<file path="src/design/acs_consts.svh">
`ifndef ACS_CONSTS_SVH
`define ACS_CONSTS_SVH

// ********************************************************************
// Register byte offsets
// ********************************************************************
`define ACS_OFF_CTRL_A 8'h00
`define ACS_OFF_CTRL_B 8'h04
`define ACS_OFF_INPUT_SEL 8'h08
`define ACS_OFF_RESULT_LOW 8'h0c
`define ACS_OFF_RESULT_HIGH 8'h10

// ********************************************************************
// Field positions
// ********************************************************************
`define ACS_A_ENABLE 7
`define ACS_A_START 6
`define ACS_A_AUTO 5
`define ACS_A_FLAG 4
`define ACS_A_PSEL_LSB 0
`define ACS_B_LEFT 4
`define ACS_B_TSEL_LSB 0
`define ACS_S_CHAN_LSB 0
`define ACS_S_REF_LSB 6

// ********************************************************************
// Reset values
// ********************************************************************
`define ACS_RST_PSEL 3'h0
`define ACS_RST_TSEL 3'h0
`define ACS_RST_CHAN 3'h0
`define ACS_RST_REF 2'h0
`define ACS_RST_RESULT 10'h000

// ********************************************************************
// Timing, in converter clock cycles, counted in half cycles, and the free running trigger source
// ********************************************************************
`define ACS_SH_FIRST_X2 6'd27
`define ACS_DONE_FIRST_X2 6'd50
`define ACS_SH_NORMAL_X2 6'd3
`define ACS_DONE_NORMAL_X2 6'd26
`define ACS_SH_AUTO_X2 6'd4
`define ACS_DONE_AUTO_X2 6'd27
`define ACS_SH_FREE_X2 6'd5
`define ACS_DONE_FREE_X2 6'd28
`define ACS_FREE_RUN_SRC 3'h0

`endif

</file>
<file path="src/design/acs_pkg.sv">
package acs_pkg;
    typedef enum logic [1:0] {
        ACS_IDLE = 2'b00,
        ACS_WAIT = 2'b01,
        ACS_CONV = 2'b11
    } acs_state_t;

    typedef enum logic [1:0] {
        ACS_M_NORMAL = 2'b00,
        ACS_M_AUTO = 2'b01,
        ACS_M_FREE = 2'b11,
        ACS_M_FIRST = 2'b10
    } acs_mode_t;
endpackage

</file>
<file path="src/design/acs_trig_sync.sv">
`timescale 1ns/1ps
`default_nettype none
module acs_trig_sync (
    // Clock and reset
    input wire logic pclk,
    input wire logic presetn,
    // Asynchronous levels in, synchronised levels out
    input wire logic [6:0] async_in,
    output logic [6:0] sync_out
);
    logic [6:0] meta_r;

    genvar i;
    generate
        for (i = 0; i < 7; i = i + 1) begin : g_sync
            always_ff @(posedge pclk or negedge presetn) begin
                if (!presetn) begin
                    meta_r[i] <= 1'b0;
                    sync_out[i] <= 1'b0;
                end else begin
                    meta_r[i] <= async_in[i];
                    sync_out[i] <= meta_r[i];
                end
            end
        end
    endgenerate
endmodule
`default_nettype wire

</file>
<file path="src/design/acs_prescaler.sv">
`timescale 1ns/1ps
`default_nettype none
module acs_prescaler (
    // Clock and reset
    input wire logic pclk,
    input wire logic presetn,
    // Control
    input wire logic run,
    input wire logic restart,
    input wire logic [2:0] ratio_sel,
    // Converter clock edges as one-cycle enables, and the divider count
    output logic rise_tick,
    output logic half_tick,
    output logic [6:0] count
);
    logic [7:0] ratio;
    logic [6:0] last;
    logic [6:0] mid;

    // Select 0 and 1 both divide by two.
    assign ratio = (ratio_sel == 3'h0) ? 8'h02 : (8'h01 << ratio_sel);
    assign last = 7'(ratio - 8'h01);
    assign mid = 7'((ratio >> 1) - 8'h01);
    assign rise_tick = run && (count == last);
    assign half_tick = run && ((count == last) || (count == mid));

    always_ff @(posedge pclk or negedge presetn) begin
        if (!presetn) begin
            count <= 7'h00;
        end else if (!run || restart || count >= last) begin
            count <= 7'h00;
        end else begin
            count <= count + 7'h01;
        end
    end
endmodule
`default_nettype wire

</file>
<file path="src/design/acs_sequencer.sv">
// Function
// [RL1] Software clears power reduction before converting
// [RL2] Start bit launches conversion, clears when done
// [RL3] Channel change waits for running conversion
// [RL4] Auto trigger edge restarts prescaler, starts conversion
// [RL5] Held trigger or edges during conversion ignored
// [RL6] Source flag must clear before next trigger
// [RL7] Free running restarts on own completion
// [RL8] Start bit reads one during any conversion
// [RL9] Prescaler runs with enable, reset otherwise
// [RL10] Converter clock is divided system clock
// [RL11] Software start begins at next converter edge
// [RL12] Conversion lasts 13 cycles, first 25
// [RL13] Sample at 1.5 cycles, first at 13.5
// [RL14] Completion writes result, sets flag, clears start
// [RL15] Auto conversion samples at 2, takes 13.5
// [RL16] Free running samples 2.5, takes 14
// [RL17] Selection buffered, locked during conversion
// [RL18] Selection follows again in last cycle
// [RL19] Software waits a cycle before reselecting
// [RL20] Software reselects only in safe periods
// [RL21] Free running next conversion keeps old channel
// [RL22] Software discards first result after reference switch
// [RL23] Software keeps converter clock in range
// [RL24] Low byte read blocks result update
// [RL25] Result right adjusted, or left when selected
//
// The register offsets and the APB interface to the registers are this design's own decisions.
`include "acs_consts.svh"
`timescale 1ns/1ps
`default_nettype none
module acs_sequencer (
    // APB slave
    input wire logic pclk,
    input wire logic presetn,
    input wire logic psel,
    input wire logic penable,
    input wire logic pwrite,
    input wire logic [7:0] paddr,
    input wire logic [31:0] pwdata,
    output logic [31:0] prdata,
    output logic pready,
    output logic pslverr,
    // Power gate and trigger sources
    input wire logic conv_power_reduce,
    input wire logic [6:0] trig_in,
    // Analogue converter side
    input wire logic [9:0] sar_result,
    output logic sample_hold,
    output logic conv_active,
    output logic [2:0] channel_select,
    output logic [1:0] reference_select
);
    import acs_pkg::*;

    // ****************************************************************
    // Registers and state
    // ****************************************************************
    logic conv_enable_r;
    logic conv_start_bit_r;
    logic auto_trigger_enable_r;
    logic conv_complete_flag_r;
    logic [2:0] prescaler_select_r;
    logic left_adjust_r;
    logic [2:0] trigger_source_select_r;
    logic [2:0] chan_temp_r;
    logic [1:0] ref_temp_r;
    logic [9:0] result_r;
    logic result_lock_r;
    logic first_pending_r;
    acs_state_t state_r;
    acs_mode_t mode_r;
    logic [5:0] half_cnt_r;
    logic [6:0] trig_prev_r;

    logic [6:0] trig_sync;
    logic rise_tick;
    logic half_tick;
    logic [6:0] presc_count;
    logic wr_en;
    logic rd_en;
    logic trig_edge;
    logic sw_go;
    logic done;
    logic free_mode;
    logic locked;
    logic [5:0] sh_point;
    logic [5:0] done_point;
    logic may_run;

    acs_trig_sync u_sync (
        .pclk(pclk),
        .presetn(presetn),
        .async_in(trig_in),
        .sync_out(trig_sync)
    );

    acs_prescaler u_presc (
        .pclk(pclk),
        .presetn(presetn),
        .run(conv_enable_r),
        .restart(trig_edge),
        .ratio_sel(prescaler_select_r),
        .rise_tick(rise_tick),
        .half_tick(half_tick),
        .count(presc_count)
    );

    // ****************************************************************
    // Start and completion decode
    // ****************************************************************
    // Power reduction gates every start; keeping it clear is software's job.
    assign may_run = conv_enable_r && !conv_power_reduce; // [RL1]
    assign wr_en = psel && penable && pready && pwrite;
    assign rd_en = psel && penable && pready && !pwrite;
    assign free_mode = auto_trigger_enable_r &&
                       (trigger_source_select_r == `ACS_FREE_RUN_SRC);
    // Only a fresh rising edge counts, and only while idle, so a level still
    // high at completion, or an edge mid-conversion, starts nothing.
    assign trig_edge = may_run && auto_trigger_enable_r && !free_mode &&
        state_r == ACS_IDLE &&
        trig_sync[trigger_source_select_r - 3'h1] &&
        !trig_prev_r[trigger_source_select_r - 3'h1]; // [RL4] [RL5] [RL6]
    assign sw_go = state_r == ACS_WAIT && rise_tick; // [RL11]
    always_comb begin
        case (mode_r)
            ACS_M_FIRST: begin
                sh_point = `ACS_SH_FIRST_X2; // [RL13]
                done_point = `ACS_DONE_FIRST_X2; // [RL12]
            end
            ACS_M_AUTO: begin
                sh_point = `ACS_SH_AUTO_X2; // [RL15]
                done_point = `ACS_DONE_AUTO_X2;
            end
            ACS_M_FREE: begin
                sh_point = `ACS_SH_FREE_X2; // [RL16]
                done_point = `ACS_DONE_FREE_X2;
            end
            default: begin
                sh_point = `ACS_SH_NORMAL_X2; // [RL13]
                done_point = `ACS_DONE_NORMAL_X2; // [RL12]
            end
        endcase
    end
    assign done = state_r == ACS_CONV && half_tick &&
                  half_cnt_r == done_point - 6'd1;
    // The lock drops for the last converter cycle of the conversion.
    assign locked = state_r == ACS_CONV &&
                    half_cnt_r < done_point - 6'd2; // [RL17] [RL18]

    // ****************************************************************
    // Sequencer
    // ****************************************************************
    always_ff @(posedge pclk or negedge presetn) begin
        if (!presetn) begin
            state_r <= ACS_IDLE;
            mode_r <= ACS_M_NORMAL;
            half_cnt_r <= 6'd0;
        end else if (!may_run) begin
            state_r <= ACS_IDLE;
            half_cnt_r <= 6'd0;
        end else begin
            case (state_r)
                ACS_IDLE: begin
                    half_cnt_r <= 6'd0;
                    if (trig_edge) begin
                        state_r <= ACS_CONV; // [RL4]
                        mode_r <= first_pending_r ? ACS_M_FIRST : ACS_M_AUTO;
                    end else if (conv_start_bit_r) begin
                        state_r <= ACS_WAIT;
                    end
                end
                ACS_WAIT: begin
                    if (sw_go) begin
                        state_r <= ACS_CONV; // [RL11]
                        mode_r <= first_pending_r ? ACS_M_FIRST : ACS_M_NORMAL;
                    end
                end
                ACS_CONV: begin
                    if (done && free_mode) begin
                        half_cnt_r <= 6'd0; // [RL7] [RL16]
                        mode_r <= ACS_M_FREE;
                    end else if (done) begin
                        state_r <= ACS_IDLE;
                        half_cnt_r <= 6'd0;
                    end else if (half_tick) begin
                        half_cnt_r <= half_cnt_r + 6'd1; // [RL12]
                    end
                end
                default: begin
                    state_r <= ACS_IDLE;
                end
            endcase
        end
    end

    always_ff @(posedge pclk or negedge presetn) begin
        if (!presetn) begin
            first_pending_r <= 1'b1;
        end else if (!conv_enable_r) begin
            first_pending_r <= 1'b1;
        end else if (state_r == ACS_CONV) begin
            first_pending_r <= 1'b0;
        end
    end

    always_ff @(posedge pclk or negedge presetn) begin
        if (!presetn) begin
            trig_prev_r <= 7'h00;
        end else begin
            trig_prev_r <= trig_sync;
        end
    end

    // ****************************************************************
    // Analogue side outputs
    // ****************************************************************
    always_ff @(posedge pclk or negedge presetn) begin
        if (!presetn) begin
            sample_hold <= 1'b0;
            conv_active <= 1'b0;
            channel_select <= `ACS_RST_CHAN;
            reference_select <= `ACS_RST_REF;
        end else begin
            sample_hold <= state_r == ACS_CONV && half_tick &&
                           half_cnt_r == sh_point - 6'd1; // [RL13]
            conv_active <= state_r == ACS_CONV;
            // Free running restart keeps the lock, so the next conversion
            // uses whatever was latched in the last cycle.
            if (!locked && conv_enable_r) begin
                channel_select <= chan_temp_r; // [RL3] [RL17] [RL21]
                reference_select <= ref_temp_r;
            end
        end
    end

    // ****************************************************************
    // Control and status bits
    // ****************************************************************
    always_ff @(posedge pclk or negedge presetn) begin
        if (!presetn) begin
            conv_enable_r <= 1'b0;
            auto_trigger_enable_r <= 1'b0;
            prescaler_select_r <= `ACS_RST_PSEL;
            left_adjust_r <= 1'b0;
            trigger_source_select_r <= `ACS_RST_TSEL;
            chan_temp_r <= `ACS_RST_CHAN;
            ref_temp_r <= `ACS_RST_REF;
        end else if (wr_en) begin
            case (paddr)
                `ACS_OFF_CTRL_A: begin
                    conv_enable_r <= pwdata[`ACS_A_ENABLE]; // [RL9]
                    auto_trigger_enable_r <= pwdata[`ACS_A_AUTO];
                    prescaler_select_r <=
                        pwdata[`ACS_A_PSEL_LSB +: 3]; // [RL10]
                end
                `ACS_OFF_CTRL_B: begin
                    left_adjust_r <= pwdata[`ACS_B_LEFT];
                    trigger_source_select_r <= pwdata[`ACS_B_TSEL_LSB +: 3];
                end
                `ACS_OFF_INPUT_SEL: begin
                    chan_temp_r <= pwdata[`ACS_S_CHAN_LSB +: 3];
                    ref_temp_r <= pwdata[`ACS_S_REF_LSB +: 2];
                end
                default: begin
                end
            endcase
        end
    end

    // The start bit is also held through a conversion that a trigger began.
    always_ff @(posedge pclk or negedge presetn) begin
        if (!presetn) begin
            conv_start_bit_r <= 1'b0;
        end else if (!may_run) begin
            conv_start_bit_r <= 1'b0;
        end else if (done && !free_mode) begin
            conv_start_bit_r <= 1'b0; // [RL2] [RL14]
        end else if (trig_edge) begin
            conv_start_bit_r <= 1'b1; // [RL8]
        end else if (wr_en && paddr == `ACS_OFF_CTRL_A &&
                     pwdata[`ACS_A_START]) begin
            conv_start_bit_r <= 1'b1; // [RL2]
        end
    end

    // Set beats a clear written in the same cycle.
    always_ff @(posedge pclk or negedge presetn) begin
        if (!presetn) begin
            conv_complete_flag_r <= 1'b0;
        end else if (done) begin
            conv_complete_flag_r <= 1'b1; // [RL14] [RL24]
        end else if (wr_en && paddr == `ACS_OFF_CTRL_A &&
                     pwdata[`ACS_A_FLAG]) begin
            conv_complete_flag_r <= 1'b0;
        end
    end

    // ****************************************************************
    // Result and its read lock
    // ****************************************************************
    always_ff @(posedge pclk or negedge presetn) begin
        if (!presetn) begin
            result_r <= `ACS_RST_RESULT;
        end else if (done && !result_lock_r) begin
            result_r <= sar_result; // [RL14] [RL24]
        end
    end

    always_ff @(posedge pclk or negedge presetn) begin
        if (!presetn) begin
            result_lock_r <= 1'b0;
        end else if (rd_en && paddr == `ACS_OFF_RESULT_HIGH) begin
            result_lock_r <= 1'b0;
        end else if (rd_en && paddr == `ACS_OFF_RESULT_LOW) begin
            result_lock_r <= 1'b1; // [RL24]
        end
    end

    // ****************************************************************
    // APB read path, no wait states
    // ****************************************************************
    always_ff @(posedge pclk or negedge presetn) begin
        if (!presetn) begin
            pready <= 1'b0;
            pslverr <= 1'b0;
            prdata <= 32'h0000_0000;
        end else begin
            pready <= psel && !penable;
            pslverr <= 1'b0;
            prdata <= 32'h0000_0000;
            if (psel && !penable) begin
                case (paddr)
                    `ACS_OFF_CTRL_A: begin
                        prdata[`ACS_A_ENABLE] <= conv_enable_r;
                        prdata[`ACS_A_START] <= conv_start_bit_r; // [RL8]
                        prdata[`ACS_A_AUTO] <= auto_trigger_enable_r;
                        prdata[`ACS_A_FLAG] <= conv_complete_flag_r;
                        prdata[`ACS_A_PSEL_LSB +: 3] <= prescaler_select_r;
                    end
                    `ACS_OFF_CTRL_B: begin
                        prdata[`ACS_B_LEFT] <= left_adjust_r;
                        prdata[`ACS_B_TSEL_LSB +: 3] <=
                            trigger_source_select_r;
                    end
                    `ACS_OFF_INPUT_SEL: begin
                        prdata[`ACS_S_CHAN_LSB +: 3] <= chan_temp_r;
                        prdata[`ACS_S_REF_LSB +: 2] <= ref_temp_r;
                    end
                    `ACS_OFF_RESULT_LOW: begin
                        prdata[7:0] <= left_adjust_r ?
                            {result_r[1:0], 6'h00} : result_r[7:0]; // [RL25]
                    end
                    `ACS_OFF_RESULT_HIGH: begin
                        prdata[7:0] <= left_adjust_r ?
                            result_r[9:2] : {6'h00, result_r[9:8]}; // [RL25]
                    end
                    default: begin
                        pslverr <= 1'b1;
                    end
                endcase
            end
        end
    end

    // ****************************************************************
    // Checks
    // ****************************************************************
    start_reads_one_a: assert property ( // [RL8]
        @(posedge pclk) disable iff (!presetn)
        state_r == ACS_CONV |-> conv_start_bit_r)
        else $error("start bit low during conversion");

    start_clears_a: assert property ( // [RL2]
        @(posedge pclk) disable iff (!presetn)
        (done && !free_mode && may_run) |=> !conv_start_bit_r)
        else $error("start bit not cleared at completion");

    sel_locked_a: assert property ( // [RL3]
        @(posedge pclk) disable iff (!presetn)
        locked && $past(locked) |-> $stable(channel_select))
        else $error("channel changed while locked");

    trig_starts_a: assert property ( // [RL4]
        @(posedge pclk) disable iff (!presetn)
        trig_edge |=> state_r == ACS_CONV && presc_count == 7'h00)
        else $error("trigger edge did not start conversion");

    no_edge_busy_a: assert property ( // [RL5]
        @(posedge pclk) disable iff (!presetn)
        state_r == ACS_IDLE && trig_prev_r == trig_sync |=>
        state_r != ACS_CONV)
        else $error("held trigger started a conversion");

    presc_held_a: assert property ( // [RL9]
        @(posedge pclk) disable iff (!presetn)
        !conv_enable_r ##1 !conv_enable_r |-> presc_count == 7'h00)
        else $error("prescaler ran while disabled");

    free_restart_a: assert property ( // [RL7]
        @(posedge pclk) disable iff (!presetn)
        (done && free_mode && may_run) |=> state_r == ACS_CONV &&
        half_cnt_r == 6'd0 && conv_start_bit_r)
        else $error("free running did not restart");

    flag_sets_a: assert property ( // [RL14]
        @(posedge pclk) disable iff (!presetn)
        done |=> conv_complete_flag_r)
        else $error("completion flag not set");

    result_kept_a: assert property ( // [RL24]
        @(posedge pclk) disable iff (!presetn)
        done && result_lock_r |=> $stable(result_r))
        else $error("result updated while locked");

    sample_first_a: assert property ( // [RL13]
        @(posedge pclk) disable iff (!presetn)
        sample_hold && $past(mode_r) == ACS_M_FIRST |->
        $past(half_cnt_r) == 6'd26)
        else $error("first sample at wrong time");
endmodule
`default_nettype wire

</file>
<file path="config.mk">
export PLATFORM = sky130hd
export DESIGN_NAME = acs_sequencer
export DESIGN_NICKNAME = d
export VERILOG_FILES = /design/src/design/acs_pkg.sv /design/src/design/acs_trig_sync.sv /design/src/design/acs_prescaler.sv /design/src/design/acs_sequencer.sv
export VERILOG_INCLUDE_DIRS = /design/src /design/src/design
export SDC_FILE = /design/constraint.sdc
export NUM_CORES = 1
export LEC_CHECK = 0
export BUFFER_PORTS_ARGS = -buffer_cell sky130_fd_sc_hd__buf_4
export CAP_MARGIN = 20
export CORE_ASPECT_RATIO = 0.6
export CORE_UTILIZATION = 50
export DETAILED_ROUTE_END_ITERATION = 16
export GPL_TIMING_DRIVEN = 0
export PLACE_DENSITY = 0.75
export SETUP_SLACK_MARGIN = 0.5
export SYNTH_ARGS = -nofsm -noshare
export SYNTH_HDL_FRONTEND = slang
export SYNTH_SLANG_ARGS = --single-unit
</file>
<file path="constraint.sdc">
create_clock -name pclk -period 4.3 [get_ports pclk]
set_input_delay 0.43 -clock pclk [delete_from_list [all_inputs] [get_ports pclk]]
set_output_delay 0.43 -clock pclk [all_outputs]
set_load 0.05 [all_outputs]
</file>
Word level (Yosys, flattened, before mapping)
Cells that the tools add are included.
{"block": "word_totals", "regBits": 83, "word_cells": 173}
{"block": "op_classes", "reduce_logical": 53, "n_lt_le_gt_ge": 3, "add_sub_neg": 8, "n_shift": 1, "n_mux": 46, "eq_ne": 24}
{"op": "2-to-1 mux 8 bit", "count": 4}
{"op": "logical AND 1 bit", "count": 28}
{"op": "2-to-1 mux 6 bit", "count": 4}
{"op": "2-to-1 mux 2 bit", "count": 11}
{"op": "case mux 6 bit (3 select lines)", "count": 1}
{"op": "== test 8 x 4 -> 1 bit (second input constant)", "count": 2}
{"op": "case mux 3 bit (5 select lines)", "count": 1}
{"op": "case mux 5 bit (3 select lines)", "count": 1}
{"op": "== test 7 bit", "count": 2}
{"op": "2-to-1 mux 1 bit", "count": 14}
{"op": "subtractor 7 x 1 -> 7 bit (second input constant)", "count": 2}
{"op": "== test 6 bit", "count": 2}
{"op": "case mux 2 bit (3 select lines)", "count": 2}
{"op": "case mux 6 bit (2 select lines)", "count": 1}
{"op": "inequality test 3 bit (second input constant)", "count": 3}
{"op": "== test 8 x 3 -> 1 bit (second input constant)", "count": 1}
{"op": "== test 8 x 5 -> 1 bit (second input constant)", "count": 1}
{"op": "zero test 1 bit", "count": 8}
{"op": "zero test 8 bit", "count": 1}
{"op": "case mux 2 bit (4 select lines)", "count": 1}
{"op": "AND reduction 2 bit", "count": 4}
{"op": "left shift 1 x 3 -> 8 bit (first input constant)", "count": 1}
{"op": "adder 7 x 1 -> 7 bit (second input constant)", "count": 1}
{"op": "greater-or-equal comparator 7 bit", "count": 1}
{"op": "other kinds (28)", "count": 38}

Logic depth before layout (Yosys ltp)
Gate-level depths: netlist (run 1).
{"block": "depth", "ltp_word": 12, "depth_mapped": 14}

Cells and area by module
A second synthesis (run 1) with hierarchy kept.
{"block": "unflattened", "hier_cells": 399, "area_unflattened_um2": 4305.4}
{"module": "acs_sequencer", "cells_per_inst": 308, "instances": 1, "seq_area_each_um2": 1552.7, "area_per_inst_um2": 3250.6}
{"module": "acs_prescaler", "cells_per_inst": 77, "instances": 1, "seq_area_each_um2": 175.2, "area_per_inst_um2": 704.4}
{"module": "acs_trig_sync", "cells_per_inst": 14, "instances": 1, "seq_area_each_um2": 350.3, "area_per_inst_um2": 350.3}

Worst setup path after synthesis (run 1)
No wires, ideal clock.
{"block": "synth_timing", "path_type": "reg2reg", "from": "register prescaler_select_r[2]", "to": "register result_r[2]", "t_required_ps": 4172, "path_stages_with_launch": 14, "t_arrival_ps": 3035, "n_path_buf": 1, "setup_time_ps": 128, "period_less_slack_ps": 3163, "slack_ps": 1137, "cell_sequence": "dfrtp_1 buf_2 or2_2 ha_1 nor3b_1 o21a_1 nor2_1 ha_1 nand4_1 nor2_1 nor3_1 nor3_4 nand4_4 mux2_1"}
{"block": "synth_between", "elab_chain_len": 9}
{"element": "start: declaration", "line_no": "acs_sequencer.sv:63", "source": "logic [2:0] prescaler_select_r;"}
{"element": "start signal: assignment", "line_no": "acs_sequencer.sv:244", "source": "prescaler_select_r <= `ACS_RST_PSEL;"}
{"element": "start signal: assignment", "line_no": "acs_sequencer.sv:254", "source": "prescaler_select_r <="}
{"element": "zero test 3 bit / left shift 1 x 3 -> 8 bit (equally long branches)", "line_no": "acs_prescaler.sv:21", "source": "assign ratio = (ratio_sel == 3'h0) ? 8'h02 : (8'h01 << ratio_sel);"}
{"element": "2-to-1 mux 8 bit *", "line_no": "acs_prescaler.sv:21"}
{"element": "subtractor 7 x 1 -> 7 bit, on equally long branches", "line_no": "acs_prescaler.sv:22, acs_prescaler.sv:23"}
{"element": "== test 7 bit", "line_no": "acs_prescaler.sv:25", "source": "assign half_tick = run && ((count == last) || (count == mid));"}
{"element": "logical OR 1 bit *", "line_no": "acs_prescaler.sv:25"}
{"element": "logical AND 1 bit *", "line_no": "acs_prescaler.sv:25"}
{"element": "logical AND 1 bit * (2 in series)", "line_no": "acs_sequencer.sv:145", "source": "assign done = state_r == ACS_CONV && half_tick &&"}
{"element": "logical AND 1 bit *", "line_no": "acs_sequencer.sv:305", "source": "end else if (done && !result_lock_r) begin"}
{"element": "end signal: assignment", "line_no": "acs_sequencer.sv:304", "source": "result_r <= `ACS_RST_RESULT;"}
{"element": "end signal: assignment", "line_no": "acs_sequencer.sv:306", "source": "result_r <= sar_result;"}
{"element": "end: declaration", "line_no": "acs_sequencer.sv:68", "source": "logic [9:0] result_r;"}
Mark *: on every way between the ends. The rest lies on a longest branch, timed or not.
A chain may end at the register's enable or synchronous reset.

Final worst setup path (run 1)
Same ends and word-level chain as after synthesis.

==> reports/metrics.yaml, run 1 <==
gp_congestion: 0.920
cts_tree: "done"
initial_utilization_pct: 53.3
ys_ff_latch: 83
first_iter_violations: 268
synthToLayoutAreaGrowth_pct: 21.5
end_kind: "flop"
cts-htree-levels: 3
syn_inst: 398
path_clk_slew_ns: 0.06
max_freq_mhz: 288
finalCritPeriodShare_pct: 80.7
irDropWorstVdd_uv: 259
vias: 3294
final-max-slew-violation-count: 0
num_antenna_cells: 0
setup_viol_count_final: 0
num_io_pins: 104
dp_cells: 581
period_needed_ns: 3.47
worstPathArrival_ns: 3.70
crit_required_ns: 4.53
instances_no_fill: 599
seq_area_frac_synth_pct: 48.0
fin_nets: 565
numPortBuffers: 51
clock_sinks: 83
ys.flop_type: "dfrtp_1"
rows: 25
wire_per_inst_um: 15.8
worst_pin_slew_ns: 0.601
via_per_inst: 5.50
hold_class: "input pin to flop"
fin_ws_ns: 0.828
yosysTopAreaCell: "dfrtp_1"
clk_latency_ns: 0.34
die_w_um: 122
place_hpwl_um: 7140
start_kind: "flop"
ys_types: 68
async_flop_share_pct: 100
core_region_area_um2: 8130
die_y_um: 74.1
drive_gt1_share_pct: 28.5
multi_input_area_um2: 2050
grt_setup_unrepaired: "false"
tns_ns: 0
first_global_vias: 3061
pre_cts_slack_ns: 0.692
worstPathMaxFanout: 10
synth.area.top_cells: "dfrtp_1 47%, mux2_2 6.2%, ha_1 4.6%, buf_4 4.3%, nor2_1 2.5%"
worst_clock_skew_ns: 0.00692
synth_area_um2: 4330
clockBufferDepth: 2
power.leakage_nw: 2.58
die-area_um2: 9050
cts_made_buffers: 9
hold_viol: 0
syn_area_per_cell_um2: 10.9
maxSlewHeadroom_pct: 59.8
n_fill_cell: 650
antenna_left: 0
status: "complete, no violations"
drtPass1Iterations: 5
grt_first_pass_wirelength_um: 15400
netlist.area_leader.share_pct: 47.4
cap_viol_max_count: 0
cts_root_buf: "clkbuf_16"
seq_area_um2: 2080
powerDensity_nw_per_um2: 313
synth_edf_count: 0
drc_errors: 0
grt.overflow.total: 0
r2r_slack_ns: 0.83
yosys_warnings: 0
antenna_found_initial: 0
drt-total-wl_um: 9460
worstSetupPathType: "flop to flop"
grt_max_degree: 84
grtUsageTotal_pct: 23.2
[critical path: stages (launching register included)]
cell	delay [ns]
dfrtp_1	0.42
buf_2	0.21
or2_2	0.32
ha_1	0.26
nor3b_2	0.19
o21a_1	0.18
nor2_1	0.06
ha_1	0.28
nand4_1	0.11
nor2_2	0.26
nor3_1	0.13
nor3_4	0.27
nand4_4	0.26
mux2_1	0.39
[state kept, by name, indices dropped and copies added, names as in the netlist, 2 cells and up]
| register | cells |
|---|---|
| result_r | 10 |
| prdata | 8 |
| trig_prev_r | 7 |
| u_presc.count | 7 |
| u_sync.meta_r | 7 |
| u_sync.sync_out | 7 |
| half_cnt_r | 6 |
| chan_temp_r | 3 |
| channel_select | 3 |
| prescaler_select_r | 3 |
| trigger_source_select_r | 3 |
| mode_r | 2 |
| ref_temp_r | 2 |
| reference_select | 2 |
| state_r | 2 |
[metrics by stage]
step / hold slack [ns] / power (mW) / util, % / instance area, um2
after floorplan: 0.134 / 0.896 / - / 4420
after global placement: 0.332 / 0.943 / 60.8 / 4940
after detailed placement: 0.337 / 0.946 / 60.8 / 4940
after CTS: 0.177 / 1.66 / 64.2 / 5220
after global routing: 0.174 / 1.71 / 64.7 / 5260
final: 0.189 / 1.65 / 64.7 / 5260
[routing by layer]
layer,vias up,share of wire (%),track usage [%]
met3,13,6.7,4.83
met4,0,1.4,8.13
li1,1564,-,-
met1,1604,50,34.7
met5,-,0,0
met2,113,42,33.5
[synthesized netlist by cell type (2+ instances only)]
cell and instances:
xnor2_1 5, o211ai_1 3, buf_2 5, mux2i_1 4, a32oi_1 2, or2_2 2, a31oi_1 2, nand4_1 8
ha_1 16, o22ai_1 2, nand2_1 20, a222oi_1 5, inv_1 20, nor4b_1 2, buf_4 25, mux2_1 9
a22oi_1 3, nor2b_1 10, nor3_1 7, mux2_2 24, nor3b_1 2, nand4b_1 2, a21oi_1 6, nor3_4 2
o21a_1 3, o21ai_0 11, and2_1 4, o21ai_1 6, and3_1 5, xor2_1 6, a21o_1 3, dfrtp_1 82
nand3_1 20, nor2_1 29, nand2b_1 6, clkbuf_1 4, a211o_1 2
[final timing paths]
kind | from | to | cells past startpoint
worst max-delay path | prescaler_select_r[2]$_DFFE_PN0P_ | result_r[2]$_DFFE_PN0P_ | 13
worst min-delay path | trig_in[2] | u_sync.meta_r[2]$_DFF_PN0_ | 1
worst max register to register | prescaler_select_r[2]$_DFFE_PN0P_ | result_r[2]$_DFFE_PN0P_ | 13
worst min register to register | u_sync.meta_r[0]$_DFF_PN0_ | u_sync.sync_out[0]$_DFF_PN0_ | 0
max in group asynchronous | presetn | first_pending_r$_DFFE_PN1P_ | 3
min in group asynchronous | presetn | pslverr$_DFF_PN0_ | 2
[placed cells by master (no fill, tap or decap), drive strengths merged, types with 3 or more instances in the layout]
cell    synthesis  layout
nand2b          6       6
a222oi          5       5
mux2i           4       4
o21a            3       3
nand2          21      21
buf            30      82
dfrtp          82      82
mux2           33      33
and2            4       4
nor2           29      29
inv            20      22
and3            5       5
o211ai          3       3
o21ai          17      17
a22oi           3       3
a21o            3       3
nand3          20      20
a21oi           6       6
clkinv          0       5
clkbuf          4      13
nor2b          10      10
xor2            6       6
xnor2           5       5
nor3           10      10
ha             16      16
conb            1      25
nand4           9       9
[cell type report]
| class | instances | area share [%] |
|---|---|---|
| multi-input combinational | 285 | 38.9 |
| clock buffer | 9 | 4.28 |
| timing repair buffer | 53 | 7.99 |
| clock inverter | 7 | 0.998 |
| buffer | 34 | 4.33 |
| tap | 108 | 2.57 |
| inverter | 20 | 1.43 |
| sequential | 83 | 39.5 |
[cells by family (layout without fill, tap and decap cells)]
kind of cell	count (synthesis)	count (layout)	synth area share (%)
buffers and inverters	54	123	6.99
flip-flops	83	83	48.0
adder cells (fa/ha/maj)	16	16	4.62
XOR/XNOR	11	11	2.22
AO/OA/AOI/OAI	64	64	11.0
other	1	25	0.0865
AND/OR/NAND/NOR	131	131	17.1
multiplexers	38	38	10.0
[where the power goes]
group	internal (mW)	total, mW	leakage [nW]	switching, mW
combinational	0.0485	0.139	1.34	0.0903
clock	0.395	0.714	0.141	0.318
sequential	0.793	0.797	1.10	0.00441
total	1.24	1.65	2.58	0.413
[repair_timing]
item	CTS	global route
endpoints found under the setup margin	0	22
endpoints found under the hold margin	0	10
setup buffers	0	0
hold buffers	0	1
resized for setup	0	2
Power figures use the tool's default switching activity.
==> run 2, diff against run 1 <==
--- a/config.mk
+++ b/config.mk
@@ -9,10 +9,10 @@
 export BUFFER_PORTS_ARGS = -buffer_cell sky130_fd_sc_hd__buf_4
 export CAP_MARGIN = 20
 export CORE_ASPECT_RATIO = 0.6
-export CORE_UTILIZATION = 50
+export CORE_UTILIZATION = 49
 export DETAILED_ROUTE_END_ITERATION = 16
 export GPL_TIMING_DRIVEN = 0
-export PLACE_DENSITY = 0.75
+export PLACE_DENSITY = 0.77
 export SETUP_SLACK_MARGIN = 0.5
 export SYNTH_ARGS = -nofsm -noshare
 export SYNTH_HDL_FRONTEND = slang
==> constraint.sdc (replaced) <==
create_clock -name pclk -period 3 [get_ports pclk]
set_input_delay 0.3 -clock pclk [delete_from_list [all_inputs] [get_ports pclk]]
set_output_delay 0.3 -clock pclk [all_outputs]
set_load 0.05 [all_outputs]
==> reports/metrics.yaml, run 2 (synthesized netlist as in run 1, its figures left out) <==
status: "complete, but fails checks"  # was complete, no violations
violations: "design-rule violations, negative setup slack"
power.leakage_nw: 2.72  # was 2.58 nW
clk_latency_ns: 0.34  # about the same
hold_class: "input pin to flop"  # unchanged
rr_endpoint: "result_r[5]$_DFFE_PN0P_"  # was result_r[2]$_DFFE_PN0P_
path_clk_slew_ns: 0.06  # about the same
tns_ns: -2.99  # was 0 ns
worst_clock_skew_ns: 0.00436  # was 0.00692 ns
regMostFlops: "result_r"  # unchanged
die_w_um: 123  # was 122 um
via_per_inst: 5.50  # about the same
maxSlewHeadroom_pct: 42.7  # was 59.8%
worstPathArrival_ns: 3.46  # was 3.70 ns
irDropWorstVdd_uv: 382  # was 259 uV
first_global_vias: 3359  # was 3061
end_kind: "flop"  # unchanged
largest_reg_flops: 10  # unchanged
cts_root_buf: "clkbuf_16"  # unchanged
hold_viol: 0  # unchanged
drtPass1Iterations: 11  # was 5
die_y_um: 74.8  # was 74.1 um
crit_required_ns: 3.22  # was 4.53 ns
top_regs: "result_r (10), prdata (8)"  # unchanged
die-area_um2: 9240  # was 9050 um2
vias: 3398  # was 3294
r2r_cells: 14  # was 13
grt_max_degree: 84  # unchanged
min_from: "trig_in[1]"  # was trig_in[2]
powerDensity_nw_per_um2: 441  # was 313 nW/um2
use_met2_pct: 40.1  # was 33.5%
fin_nets: 580  # was 565
grtUsageTotal_pct: 25.3  # was 23.2%
cts-htree-levels: 3  # unchanged
drt-total-wl_um: 10300  # was 9460 um
antenna_found_initial: 0  # unchanged
clockBufferDepth: 2  # unchanged
worstSetupPathType: "flop to flop"  # unchanged
grt_use_met3_pct: 6.52  # was 4.83%
cts_made_buffers: 9  # unchanged
cts_tree: "done"  # unchanged
grt_first_pass_wirelength_um: 17100  # was 15400 um
num_io_pins: 104  # unchanged
worstPathMaxFanout: 5  # was 10
first_iter_violations: 232  # was 268
antenna_left: 0  # unchanged
grt_setup_unrepaired: "true"  # was false
worst_pin_slew_ns: 0.855  # was 0.601 ns
holdPathStages: 1  # unchanged
final_cell_mix: "88 x buf_4, 81 x dfrtp_1, 28 x nor2_1"  # was 82 x dfrtp_1, 76 x buf_4, 28 x nor2_1
num_antenna_cells: 0  # unchanged
wire_per_inst_um: 16.7  # was 15.8 um
core_region_area_um2: 8560  # was 8130 um2
r2r_slack_ns: -0.24  # was 0.83 ns
setup_viol_count_final: 23  # was 0
initial_utilization_pct: 50.6  # was 53.3%
numPortBuffers: 51  # unchanged
layout_commonest_cell: "buf_4"  # was dfrtp_1
synthToLayoutAreaGrowth_pct: 28.3  # was 21.5%
clock_sinks: 83  # unchanged
period_needed_ns: 3.24  # was 3.47 ns
globalRouteMet1Util_pct: 34.4  # was 34.7%
finalCritPeriodShare_pct: 108  # was 80.7%
hold_end: "u_sync.meta_r[1]$_DFF_PN0_"  # was u_sync.meta_r[2]$_DFF_PN0_
final-max-slew-violation-count: 0  # unchanged
worst_hold_slack_ns: 0.0646  # was 0.189 ns
place_hpwl_um: 7080  # was 7140 um
cap_viol_max_count: 0  # unchanged
fin_ws_ns: -0.242  # was 0.828 ns
max_freq_mhz: 308  # was 288 MHz
rows: 26  # was 25
gr-max-usage-layer: "met2"  # was met1
drive_gt1_share_pct: 33.6  # was 28.5%
grt.overflow.total: 0  # unchanged
start_kind: "flop"  # unchanged
gp_congestion: 0.923  # was 0.920
r2r-start: "prescaler_select_r[2]$_DFFE_PN0P_"  # unchanged
drc_errors: 1  # was 0
## run 2: cell types whose count changed in the layout (fill, tap and decap cells not counted), sizes merged
cell,previous run,this run
bufinv,0,1
clkinvlp,0,1
clkinv,5,3
buf,82,96
nand4,9,10
## run 2: report_power, final
part           internal, mW  switching [mW]
sequential             1.14         0.00620
combinational        0.0724           0.131
clock                 0.649           0.455
## run 2: worst max path at each step
stage | start | end | cells past startpoint
2_1_floorplan | prescaler_select_r[2]$_DFFE_PN0P_ | result_r[2]$_DFFE_PN0P_ | 13
6_report | prescaler_select_r[2]$_DFFE_PN0P_ | result_r[5]$_DFFE_PN0P_ | 14
5_1_grt | prescaler_select_r[2]$_DFFE_PN0P_ | result_r[5]$_DFFE_PN0P_ | 14
3_5_place_dp | prescaler_select_r[2]$_DFFE_PN0P_ | result_r[3]$_DFFE_PN0P_ | 13
3_3_place_gp | prescaler_select_r[2]$_DFFE_PN0P_ | result_r[3]$_DFFE_PN0P_ | 13
4_1_cts | prescaler_select_r[2]$_DFFE_PN0P_ | result_r[5]$_DFFE_PN0P_ | 14
## run 2: worst max-delay path, cell delays in order, from the launching register on
cell,delay (ns)
dfrtp_2,0.44
nand2b_4,0.15
or2_4,0.24
ha_4,0.18
nor3b_4,0.20
o21a_1,0.19
nor2_1,0.06
ha_1,0.27
nand4_1,0.12
nor2_4,0.26
nor4_4,0.07
nor3_4,0.22
buf_6,0.14
nand4_4,0.20
mux2_4,0.37
## run 2: timing repair
action	4_1_cts	5_1_grt
endpoints found under the setup margin	30	35
resized for setup	11	8
pin swaps	7	4
cloned	1	0
hold endpoints to repair	0	11
buffers inserted	9	5
hold buffers	0	1
## run 2: metrics by stage
step	setup slack [ns]	utilization (%)	std cells	power, mW	cell area [um2]
after detailed placement	-0.211	58.6	585	1.36	5010
after global placement	-0.170	58.6	585	1.35	5010
after global routing	-0.391	65.0	618	2.54	5560
after CTS	-0.128	63.6	611	2.46	5450
after floorplan	0.0532	-	422	1.29	4490
final	-0.242	65.0	618	2.45	5560
## run 2: cell type report
class                      count  area, um2
sequential                    83       2080
inverter                      20       75.1
multi-input combinational    286       2190
tap                          112        140
fill                         679       3000
clock buffer                   9        225
timing repair buffer          67        533
clock inverter                 7       73.8
buffer                        34        240
## run 2: per-layer routing
metal,vias to the layer above,share of wire [%]
li1,1591,-
met2,151,44
met4,0,1.5
met1,1642,46
met5,-,0
met3,14,7.5
